File: src/hdl/wrc_pkg.sv
// constants and types for the watchdog and reset control block
// What this block does
// - watchdog counts only while key field holds 10101B or 01010B
// - any other key gives full reset after soft delay, sets key fault
// - key field is 01010B after power-on, watchdog enabled
// - period select picks 2^8,10,12,14,15,16,17,18 sub clock ticks
// - key fault flag set by hardware, cleared only by software zero
// - overflow in fast or slow run gives full reset, sets time-out flag
// - overflow in sleep or idle sets time-out, resets only pc and sp
// - counter cleared by key fault, clear instruction or halt
// - power-on clears pc and puts every port pin into input
// - power-on holds reset for the 48 ms power-on delay
// - low-voltage reset only after low supply outlasts filter time
// - threshold select accepts only 55h, 33h, 99h and aah
// - bad threshold code: reset after soft delay, flag, reload 55h
// - genuine low-voltage reset keeps threshold select unchanged
// - low-voltage reset disabled in sleep or idle
// - low-voltage flag set by hardware, cleared only by software zero
// - threshold fault flag set by hardware, cleared only by software
// - watchdog full reset acts like low-voltage one but reloads 55h threshold, 16 ms start-up
// - flag register bits 6 and 3 always read zero
// - watchdog counter advances on the slow sub clock tick
// - watchdog control reloads 53h on every reset but warm one
package wrc_pkg;

    // core clock and timing figures
    localparam int CLK_MHZ = 100;
    localparam int POR_DELAY_MS = 48;
    localparam int POR_DELAY_CYC = POR_DELAY_MS * CLK_MHZ * 1000;
    localparam int WDT_START_MS = 16;
    localparam int WDT_START_CYC = WDT_START_MS * CLK_MHZ * 1000;
    localparam int SRESET_US = 20;
    localparam int SRESET_CYC = SRESET_US * CLK_MHZ;
    localparam int LVR_FILTER_US = 40;
    localparam int LVR_FILTER_CYC = LVR_FILTER_US * CLK_MHZ;

    // counter widths
    localparam int HOLD_W = 23;
    localparam int SOFT_W = 12;
    localparam int LOW_VOLTAGE_RESET_FLAG_W = 12;
    localparam int WCNT_W = 18;

    // register byte offsets on the bus
    localparam logic [7:0] OFS_WATCHDOG_CONTROL = 8'h00;
    localparam logic [7:0] OFS_CTRL = 8'h04;
    localparam logic [7:0] OFS_LOW_VOLTAGE_THRESHOLD_SELECT = 8'h08;
    localparam logic [7:0] OFS_STAT = 8'h0c;

    // field positions and reset values
    localparam int KEY_LSB = 3;
    localparam logic [4:0] KEY_A = 5'h15;
    localparam logic [4:0] KEY_B = 5'h0a;
    localparam logic [7:0] WATCHDOG_CONTROL_RESET = 8'h53;
    localparam logic [7:0] LOW_VOLTAGE_THRESHOLD_SELECT_RESET = 8'h55;
    localparam logic [7:0] THR_2V10 = 8'h55;
    localparam logic [7:0] THR_2V55 = 8'h33;
    localparam logic [7:0] THR_3V15 = 8'h99;
    localparam logic [7:0] THR_3V80 = 8'haa;
    localparam logic [7:0] CTRL_PLAIN_MASK = 8'hb0;
    localparam int CTRL_WRF = 0;
    localparam int CTRL_LRF = 1;
    localparam int CTRL_LOW_VOLTAGE_RESET_FLAG = 2;
    localparam int STAT_TO = 0;
    localparam int STAT_SOFT = 1;

    typedef enum logic [2:0] {
        ST_RUN = 3'b001,
        ST_SOFT = 3'b010,
        ST_HOLD = 3'b100
    } wrc_state_e;

endpackage

File: src/hdl/wrc_top.sv
// watchdog timer and reset sequencer with apb register access
`timescale 1ns/1ps
module wrc_top #(
    parameter int POR_CYCLES = wrc_pkg::POR_DELAY_CYC,
    parameter int WDT_START_CYCLES = wrc_pkg::WDT_START_CYC
) (
    input wire logic core_clk,
    input wire logic rstn,
    // apb slave
    input wire logic psel,
    input wire logic penable,
    input wire logic pwrite,
    input wire logic [7:0] paddr,
    input wire logic [31:0] pwdata,
    output logic [31:0] prdata,
    output logic pready,
    output logic pslverr,
    // core and supply side
    input wire logic subTick,
    input wire logic lowSupply,
    input wire logic lowPowerMode,
    input wire logic wdtClearInstr,
    input wire logic haltInstr,
    // reset outputs
    output logic sysResetn,
    output logic pcSpReset,
    output logic powerOnReset,
    output logic portsAsInput,
    output logic timeoutFlag,
    output logic [7:0] thresholdSelect
);

    wrc_pkg::wrc_state_e state;
    wrc_pkg::wrc_state_e next_state;
    logic [7:0] wdtCtl;
    logic [2:0] ctrlPlain;
    logic keyFaultFlag;
    logic thrFaultFlag;
    logic lvrFlag;
    logic [wrc_pkg::WCNT_W-1:0] wdtCnt;
    logic [wrc_pkg::HOLD_W-1:0] holdCnt;
    logic [wrc_pkg::SOFT_W-1:0] softCnt;
    logic [wrc_pkg::LOW_VOLTAGE_RESET_FLAG_W-1:0] lvrCnt;
    logic holdShort;

    // key field holds one of the two enable patterns
    function automatic logic wrc_key_ok(input logic [7:0] ctl);
        return (ctl[7:wrc_pkg::KEY_LSB] == wrc_pkg::KEY_A) ||
            (ctl[7:wrc_pkg::KEY_LSB] == wrc_pkg::KEY_B);
    endfunction

    // threshold code is one of the four defined levels
    function automatic logic wrc_thr_ok(input logic [7:0] thr);
        return (thr == wrc_pkg::THR_2V10) || (thr == wrc_pkg::THR_2V55) ||
            (thr == wrc_pkg::THR_3V15) || (thr == wrc_pkg::THR_3V80);
    endfunction

    // low bits that must all be set for an overflow at this period
    function automatic logic [wrc_pkg::WCNT_W-1:0] wrc_period_mask(
        input logic [2:0] sel);
        case (sel)
            3'h0: return 18'h000ff;
            3'h1: return 18'h003ff;
            3'h2: return 18'h00fff;
            3'h3: return 18'h03fff;
            3'h4: return 18'h07fff;
            3'h5: return 18'h0ffff;
            3'h6: return 18'h1ffff;
            default: return 18'h3ffff;
        endcase
    endfunction

    // decoded state of the control registers
    wire keyOk = wrc_key_ok(wdtCtl);
    wire thrOk = wrc_thr_ok(thresholdSelect);
    wire softFault = !keyOk || !thrOk;
    wire [wrc_pkg::WCNT_W-1:0] periodMask =
        wrc_period_mask(wdtCtl[2:0]);
    wire inRun = (state == wrc_pkg::ST_RUN);
    wire inSoft = (state == wrc_pkg::ST_SOFT);
    wire inHold = (state == wrc_pkg::ST_HOLD);

    // watchdog overflow: all selected low bits set at a sub clock tick;
    // a clear or halt in that same cycle restarts the count instead
    wire wdtOvf = inRun && keyOk && subTick &&
        !wdtClearInstr && !haltInstr && (&(wdtCnt | ~periodMask));
    wire wdtFull = wdtOvf && !lowPowerMode;
    wire wdtWarm = wdtOvf && lowPowerMode;

    // low supply must be seen longer than the filter time
    wire lvrArmed = lowSupply && !lowPowerMode && !inHold;
    wire lvrHit = lvrArmed &&
        (lvrCnt == wrc_pkg::LOW_VOLTAGE_RESET_FLAG_W'(wrc_pkg::LVR_FILTER_CYC));

    // bad key or bad threshold fires after the soft-reset delay
    wire softDone = inSoft &&
        (softCnt == wrc_pkg::SOFT_W'(wrc_pkg::SRESET_CYC - 1));
    wire keyFaultHit = softDone && !keyOk;
    wire thrFaultHit = softDone && !thrOk;

    // every full reset cause funnels into the same hold sequence
    wire enterHold = lvrHit || softDone || wdtFull;
    wire shortHold = wdtFull && !lvrHit && !softDone;
    wire [wrc_pkg::HOLD_W-1:0] holdLimit = holdShort ?
        wrc_pkg::HOLD_W'(WDT_START_CYCLES - 1) :
        wrc_pkg::HOLD_W'(POR_CYCLES - 1);
    wire holdDone = inHold && (holdCnt == holdLimit);

    // counter is held at zero by a key fault, clear or halt
    wire wdtZero = !inRun || !keyOk || wdtClearInstr || haltInstr ||
        wdtOvf;

    // apb phases; the registered read path is loaded during setup,
    // so every transfer completes in its first access cycle with no wait cycle
    wire setupPh = psel && !penable;
    wire accessPh = psel && penable && pready;
    wire regWrite = accessPh && pwrite && !inHold;
    wire selWdtc = (paddr == wrc_pkg::OFS_WATCHDOG_CONTROL);
    wire selCtrl = (paddr == wrc_pkg::OFS_CTRL);
    wire selLvrc = (paddr == wrc_pkg::OFS_LOW_VOLTAGE_THRESHOLD_SELECT);
    wire selStat = (paddr == wrc_pkg::OFS_STAT);
    wire mapped = selWdtc || selCtrl || selLvrc || selStat;
    wire wrWdtc = regWrite && selWdtc;
    wire wrCtrl = regWrite && selCtrl;
    wire wrLvrc = regWrite && selLvrc;

    // software may only clear the sticky flags by writing zero
    wire clrWrf = wrCtrl && !pwdata[wrc_pkg::CTRL_WRF];
    wire clrLrf = wrCtrl && !pwdata[wrc_pkg::CTRL_LRF];
    wire clrLvrf = wrCtrl && !pwdata[wrc_pkg::CTRL_LOW_VOLTAGE_RESET_FLAG];

    // set wins over a clear landing in the same cycle
    wire next_keyFaultFlag = keyFaultHit || (keyFaultFlag && !clrWrf);
    wire next_thrFaultFlag = thrFaultHit || (thrFaultFlag && !clrLrf);
    wire next_lvrFlag = lvrHit || (lvrFlag && !clrLvrf);
    wire next_timeoutFlag = wdtOvf ||
        (timeoutFlag && !wdtClearInstr && !haltInstr);

    // flag register image; bits 6 and 3 are unimplemented
    wire [7:0] ctrlImage = {ctrlPlain[2], 1'b0, ctrlPlain[1:0], 1'b0,
        lvrFlag, thrFaultFlag, keyFaultFlag};
    wire [7:0] statImage = {6'h00, inSoft, timeoutFlag};
    wire [7:0] readByte = selWdtc ? wdtCtl :
        selCtrl ? ctrlImage :
        selLvrc ? thresholdSelect :
        selStat ? statImage : 8'h00;

    // next reset sequencer state
    always_comb
    begin
        case (state)
            wrc_pkg::ST_RUN:
            begin
                if (enterHold)
                    next_state = wrc_pkg::ST_HOLD;
                else if (softFault)
                    next_state = wrc_pkg::ST_SOFT;
                else
                    next_state = wrc_pkg::ST_RUN;
            end
            wrc_pkg::ST_SOFT:
            begin
                if (enterHold)
                    next_state = wrc_pkg::ST_HOLD;
                else
                    next_state = wrc_pkg::ST_SOFT;
            end
            wrc_pkg::ST_HOLD:
            begin
                if (holdDone)
                    next_state = wrc_pkg::ST_RUN;
                else
                    next_state = wrc_pkg::ST_HOLD;
            end
            default:
                next_state = wrc_pkg::ST_RUN;
        endcase
    end

    // state and hold length; power-on enters the long hold
    always_ff @(posedge core_clk)
    begin
        if (!rstn)
        begin
            state <= wrc_pkg::ST_HOLD;
            holdShort <= 1'b0;
        end
        else
        begin
            state <= next_state;
            if (enterHold)
                holdShort <= shortHold;
        end
    end

    // hold, soft delay and supply filter counters
    always_ff @(posedge core_clk)
    begin
        if (!rstn || !inHold)
            holdCnt <= '0;
        else
            holdCnt <= holdCnt + 1'b1;
    end

    always_ff @(posedge core_clk)
    begin
        if (!rstn || !inSoft)
            softCnt <= '0;
        else
            softCnt <= softCnt + 1'b1;
    end

    always_ff @(posedge core_clk)
    begin
        if (!rstn || !lvrArmed)
            lvrCnt <= '0;
        else
            lvrCnt <= lvrCnt + 1'b1;
    end

    // watchdog counter on the sub clock tick
    always_ff @(posedge core_clk)
    begin
        if (!rstn || wdtZero)
            wdtCnt <= '0;
        else if (subTick)
            wdtCnt <= wdtCnt + 1'b1;
    end

    // watchdog control: power-on key is enabled, any full reset reloads
    always_ff @(posedge core_clk)
    begin
        if (!rstn)
            wdtCtl <= wrc_pkg::WATCHDOG_CONTROL_RESET;
        else if (enterHold)
            wdtCtl <= wrc_pkg::WATCHDOG_CONTROL_RESET;
        else if (wrWdtc)
            wdtCtl <= pwdata[7:0];
    end

    // threshold select: reload on bad code or watchdog, not on real lvr
    always_ff @(posedge core_clk)
    begin
        if (!rstn)
            thresholdSelect <= wrc_pkg::LOW_VOLTAGE_THRESHOLD_SELECT_RESET;
        else if (thrFaultHit || wdtFull)
            thresholdSelect <= wrc_pkg::LOW_VOLTAGE_THRESHOLD_SELECT_RESET;
        else if (wrLvrc)
            thresholdSelect <= pwdata[7:0];
    end

    // key fault flag; only its own cause sets it
    always_ff @(posedge core_clk)
    begin
        if (!rstn)
            keyFaultFlag <= 1'b0;
        else
            keyFaultFlag <= next_keyFaultFlag;
    end

    // threshold fault flag
    always_ff @(posedge core_clk)
    begin
        if (!rstn)
            thrFaultFlag <= 1'b0;
        else
            thrFaultFlag <= next_thrFaultFlag;
    end

    // low-voltage flag
    always_ff @(posedge core_clk)
    begin
        if (!rstn)
            lvrFlag <= 1'b0;
        else
            lvrFlag <= next_lvrFlag;
    end

    // time-out flag survives a warm reset so software can see the cause
    always_ff @(posedge core_clk)
    begin
        if (!rstn)
            timeoutFlag <= 1'b0;
        else
            timeoutFlag <= next_timeoutFlag;
    end

    // plain storage bits of the flag register
    always_ff @(posedge core_clk)
    begin
        if (!rstn)
            ctrlPlain <= 3'h0;
        else if (wrCtrl)
            ctrlPlain <= {pwdata[7], pwdata[5:4]};
    end

    // system reset, registered from the next state
    always_ff @(posedge core_clk)
    begin
        if (!rstn)
            sysResetn <= 1'b0;
        else
            sysResetn <= (next_state != wrc_pkg::ST_HOLD);
    end

    // pc and sp reset: whole hold, or one cycle on a warm overflow
    always_ff @(posedge core_clk)
    begin
        if (!rstn)
            pcSpReset <= 1'b1;
        else
            pcSpReset <= (next_state == wrc_pkg::ST_HOLD) || wdtWarm;
    end

    // ports as inputs for as long as the full reset is held
    always_ff @(posedge core_clk)
    begin
        if (!rstn)
            portsAsInput <= 1'b1;
        else
            portsAsInput <= (next_state == wrc_pkg::ST_HOLD);
    end

    // power-on marker, cleared once the first hold has run out
    always_ff @(posedge core_clk)
    begin
        if (!rstn)
            powerOnReset <= 1'b1;
        else
            powerOnReset <= powerOnReset && !holdDone;
    end

    // apb slave: answer registered in setup, completes in access
    always_ff @(posedge core_clk)
    begin
        if (!rstn)
        begin
            pready <= 1'b0;
            pslverr <= 1'b0;
            prdata <= 32'h00000000;
        end
        else
        begin
            pready <= setupPh;
            pslverr <= setupPh && !mapped;
            prdata <= setupPh ? {24'h000000, readByte} : 32'h00000000;
        end
    end

endmodule // wrc_top

File: config.mk
export PLATFORM = sky130hd
export DESIGN_NAME = wrc_top
export DESIGN_NICKNAME = d
export VERILOG_FILES = /design/src/hdl/wrc_pkg.sv /design/src/hdl/wrc_top.sv
export SDC_FILE = /design/constraint.sdc
export NUM_CORES = 1
export LEC_CHECK = 0
export BUFFER_PORTS_ARGS = -buffer_cell sky130_fd_sc_hd__buf_2
export CORE_MARGIN = 2
export CORE_UTILIZATION = 28
export CTS_BUF_LIST = sky130_fd_sc_hd__clkbuf_8
export CTS_CLUSTER_DIAMETER = 100
export DETAILED_ROUTE_END_ITERATION = 8
export GPL_ROUTABILITY_DRIVEN = 0
export PLACE_DENSITY = 0.46
export SETUP_SLACK_MARGIN = 0.02
export SLEW_MARGIN = 40
export SYNTH_ARGS = -nofsm -noshare
export SYNTH_HDL_FRONTEND = slang
export SYNTH_SLANG_ARGS = --single-unit
File: constraint.sdc
create_clock -name core_clk -period 2.4 [get_ports core_clk]
set_clock_uncertainty 0.15 [all_clocks]
set_input_delay 0.12 -clock core_clk [delete_from_list [all_inputs] [get_ports core_clk]]
set_output_delay 0.12 -clock core_clk [all_outputs]
set_load 0.005 [all_outputs]
==> flow_summary.ini <==
[pwr]
powerDensity_nw_per_um2 = 540
leakage_nw = 2.14
peakVddDrop_mv = 0.293

[drt]
ant_nets = 0
drtPass1Iterations = 4
detail_route.wl_per_cell_um = 13.0
drt-initial-drc-count = 119
drc = 0
avgViaCountPerCell = 4.55
vias = 3783
drt_wl_total_um = 10800

[synthesis]
yosys_register_bits = 106
avgSynthCellArea_um2 = 9.28
ys_top_cells_by_area = dfxtp_1 (43%), nor2_1 (5.9%), mux2i_1 (5.5%)
synth_edf_count = 0
yosysTopAreaCellShare_pct = 43.2
synth_flop_cell = dfxtp_1
yosysSeqAreaShare_pct = 43.2
synthArstFlopShare_pct = 0
syn_area_um2 = 4920
synth.distinct_cells = 60
synthCells = 530
yosysTopAreaCell = dfxtp_1
yosysMostFrequentCell = dfxtp_1
yosys-top-cells-count = dfxtp_1 (106), nor2_1 (77), nand2_1 (34)
ys.warnings.count = 0

[global_routing]
grt_pass1_vias = 3698
antenna_found_initial = 0
overflow = 0
grt_pass1_wl_um = 18100
grt_usage_pct = 12.3
grt_max_degree = 23

[clock_tree]
clk_latency_ps = 380
cts_tree = built
post_cts_buffers = 0
cts_root_buffer = clkbuf_8
clock-sinks = 106
cts_buffer_depth = 2
clkTransAtPathRegs_ps = 90
numCtsBuffers = 9
htreeDepth = 3

[setup_path]
max_stage_delay_ps = 580
crit_type = reg2reg
r2r-start = wdtCnt[0]$_SDFFE_PP0P_
crit_path_top_delay_cell = or4b_4
worstSetupStartpoint = wdtCnt[0]$_SDFFE_PP0P_
end_kind = flip-flop
required_ps = 2570
critPathLaunchType = flip-flop
cp_cell_sequence = ha_1, nand4_2, nor3_2, nand3_2, or4b_4, nand3_1
cp.arrival_ps = 2330
crit_path_max_fanout = 8

[sta]
period_needed_ps = 2160
drv_slew = 0
tns_ps = 0
finalWorstSetupSlack_ps = 240
hold_viol_final = 0
rsz0062_at_grt = no
worstMarginPinSlew_ps = 527
fmax_ghz = 0.463
setup-violations-final = 0
timing.hold.ws_ps = 46.0
finalCritPeriodShare_pct = 90.0
maxSlewHeadroom_pct = 64.5

[finish]
final_area_um2 = 5750
final_nets = 657
multi_input_area_um2 = 2610
drive_above_1_share_pct = 16.1
area_delta_synth_final_pct = 16.9
insertedDiodeCount = 0
fill_cells = 1782
regArea_um2 = 2120
final_core_util_pct = 33.4

[floorplanning]
start_util_pct = 28.5
fp-row-count = 48
dieHeight_um = 137
die_area_um2 = 18600
ios = 97
coreArea_um2 = 17200
die_w_um = 137

[job]
cap_violations = 0

[placed_design]
dpl_cell_area_um2 = 5370
dp_hpwl_um = 7990
pre_cts_slack_ps = 130
port_buffers = 48

[worst_hold_path]
hp-class = in2reg
hp-start = lowPowerMode

[outcome]
status = complete, no violations
flip-flops by register name (all words and copies together), names as in the netlist, 3 cells and up:
register,count
holdCnt,23
wdtCnt,18
lvrCnt,12
softCnt,12
prdata,8
thresholdSelect,8
wdtCtl,8
ctrlPlain,3
state,3
kinds of logic (layout without fill, tap and decap cells):
family | Yosys count | after routing | share of synthesized area, %
and+or+nand+nor | 250 | 250 | 28.7
adders and majority gates | 5 | 5 | 1.27
AOI/OAI and AO/OA | 42 | 42 | 5.57
muxes | 29 | 29 | 6.41
other | 1 | 24 | 0.0763
DFF | 106 | 106 | 43.2
buffers and inverters | 45 | 99 | 5.57
xor gates and xnor gates | 52 | 52 | 9.26
critical path, delay by kind of cell (launching register included):
kind,cells,cell delay [ps]
adder cells (fa/ha/maj),1,220
flip-flops,1,410
AND/OR/NAND/NOR,5,1320
per-layer routing:
layer,global-route usage (%),share of wire [%],up-vias
met5,0,0,-
met2,19.8,45,60
li1,-,-,1955
met3,3.93,3.9,8
met1,15.9,50,1760
met4,3.59,1.3,0
layout make-up:
class | instances | area share, %
Sequential cell | 106 | 36.9
Multi-Input combinational cell | 402 | 45.4
Tap cell | 225 | 4.90
Inverter | 7 | 0.457
Timing Repair Buffer | 76 | 8.53
Clock inverter | 6 | 1.39
Clock buffer | 10 | 2.39
where the power goes:
part	internal [mW]	switching [mW]	leakage [nW]
registers	1.76	0.00504	0.855
logic	0.0542	0.0659	1.17
clock network	0.609	0.608	0.116
worst paths after layout:
path | endpoint | slack, ps | cells past startpoint
worst max-delay path | wdtCtl[4]$_SDFFE_PP1P_ | 240 | 6
worst min-delay path | thresholdSelect[2]$_SDFFE_PP1P_ | 50 | 3
worst max register to register | wdtCtl[4]$_SDFFE_PP1P_ | 240 | 6
worst min register to register | softCnt[0]$_SDFF_PP0_ | 320 | 1
per-stage QoR:
stage               total power [mW]  instances
CTS                             3.15        832
global placement                1.91        800
floorplan                       1.89        553
finish                          3.11        832
global route                    3.23        832
detailed placement              1.91        800
what timing repair did:
action                                  CTS  global route
hold buffers                             16             0
hold endpoints to repair                 33             0
endpoints found under the setup margin    0             7
gates resized for setup                   0             1
placed cells by master (no fill, tap or decap), types with 11 or more instances in the layout:
master / Yosys / routed
buf_2: 6 / 48
nand4_1: 11 / 11
and3_1: 11 / 11
dlygate4sd3_1: 0 / 16
nand3_1: 28 / 28
nor3_1: 19 / 19
conb_1: 1 / 24
o21ai_0: 11 / 11
nand2_1: 34 / 34
nor2_1: 77 / 77
buf_4: 24 / 12
mux2i_1: 27 / 27
xor2_1: 26 / 26
xnor2_1: 26 / 26
dfxtp_1: 106 / 106
Note: power is estimated with default switching activity, not from simulation.
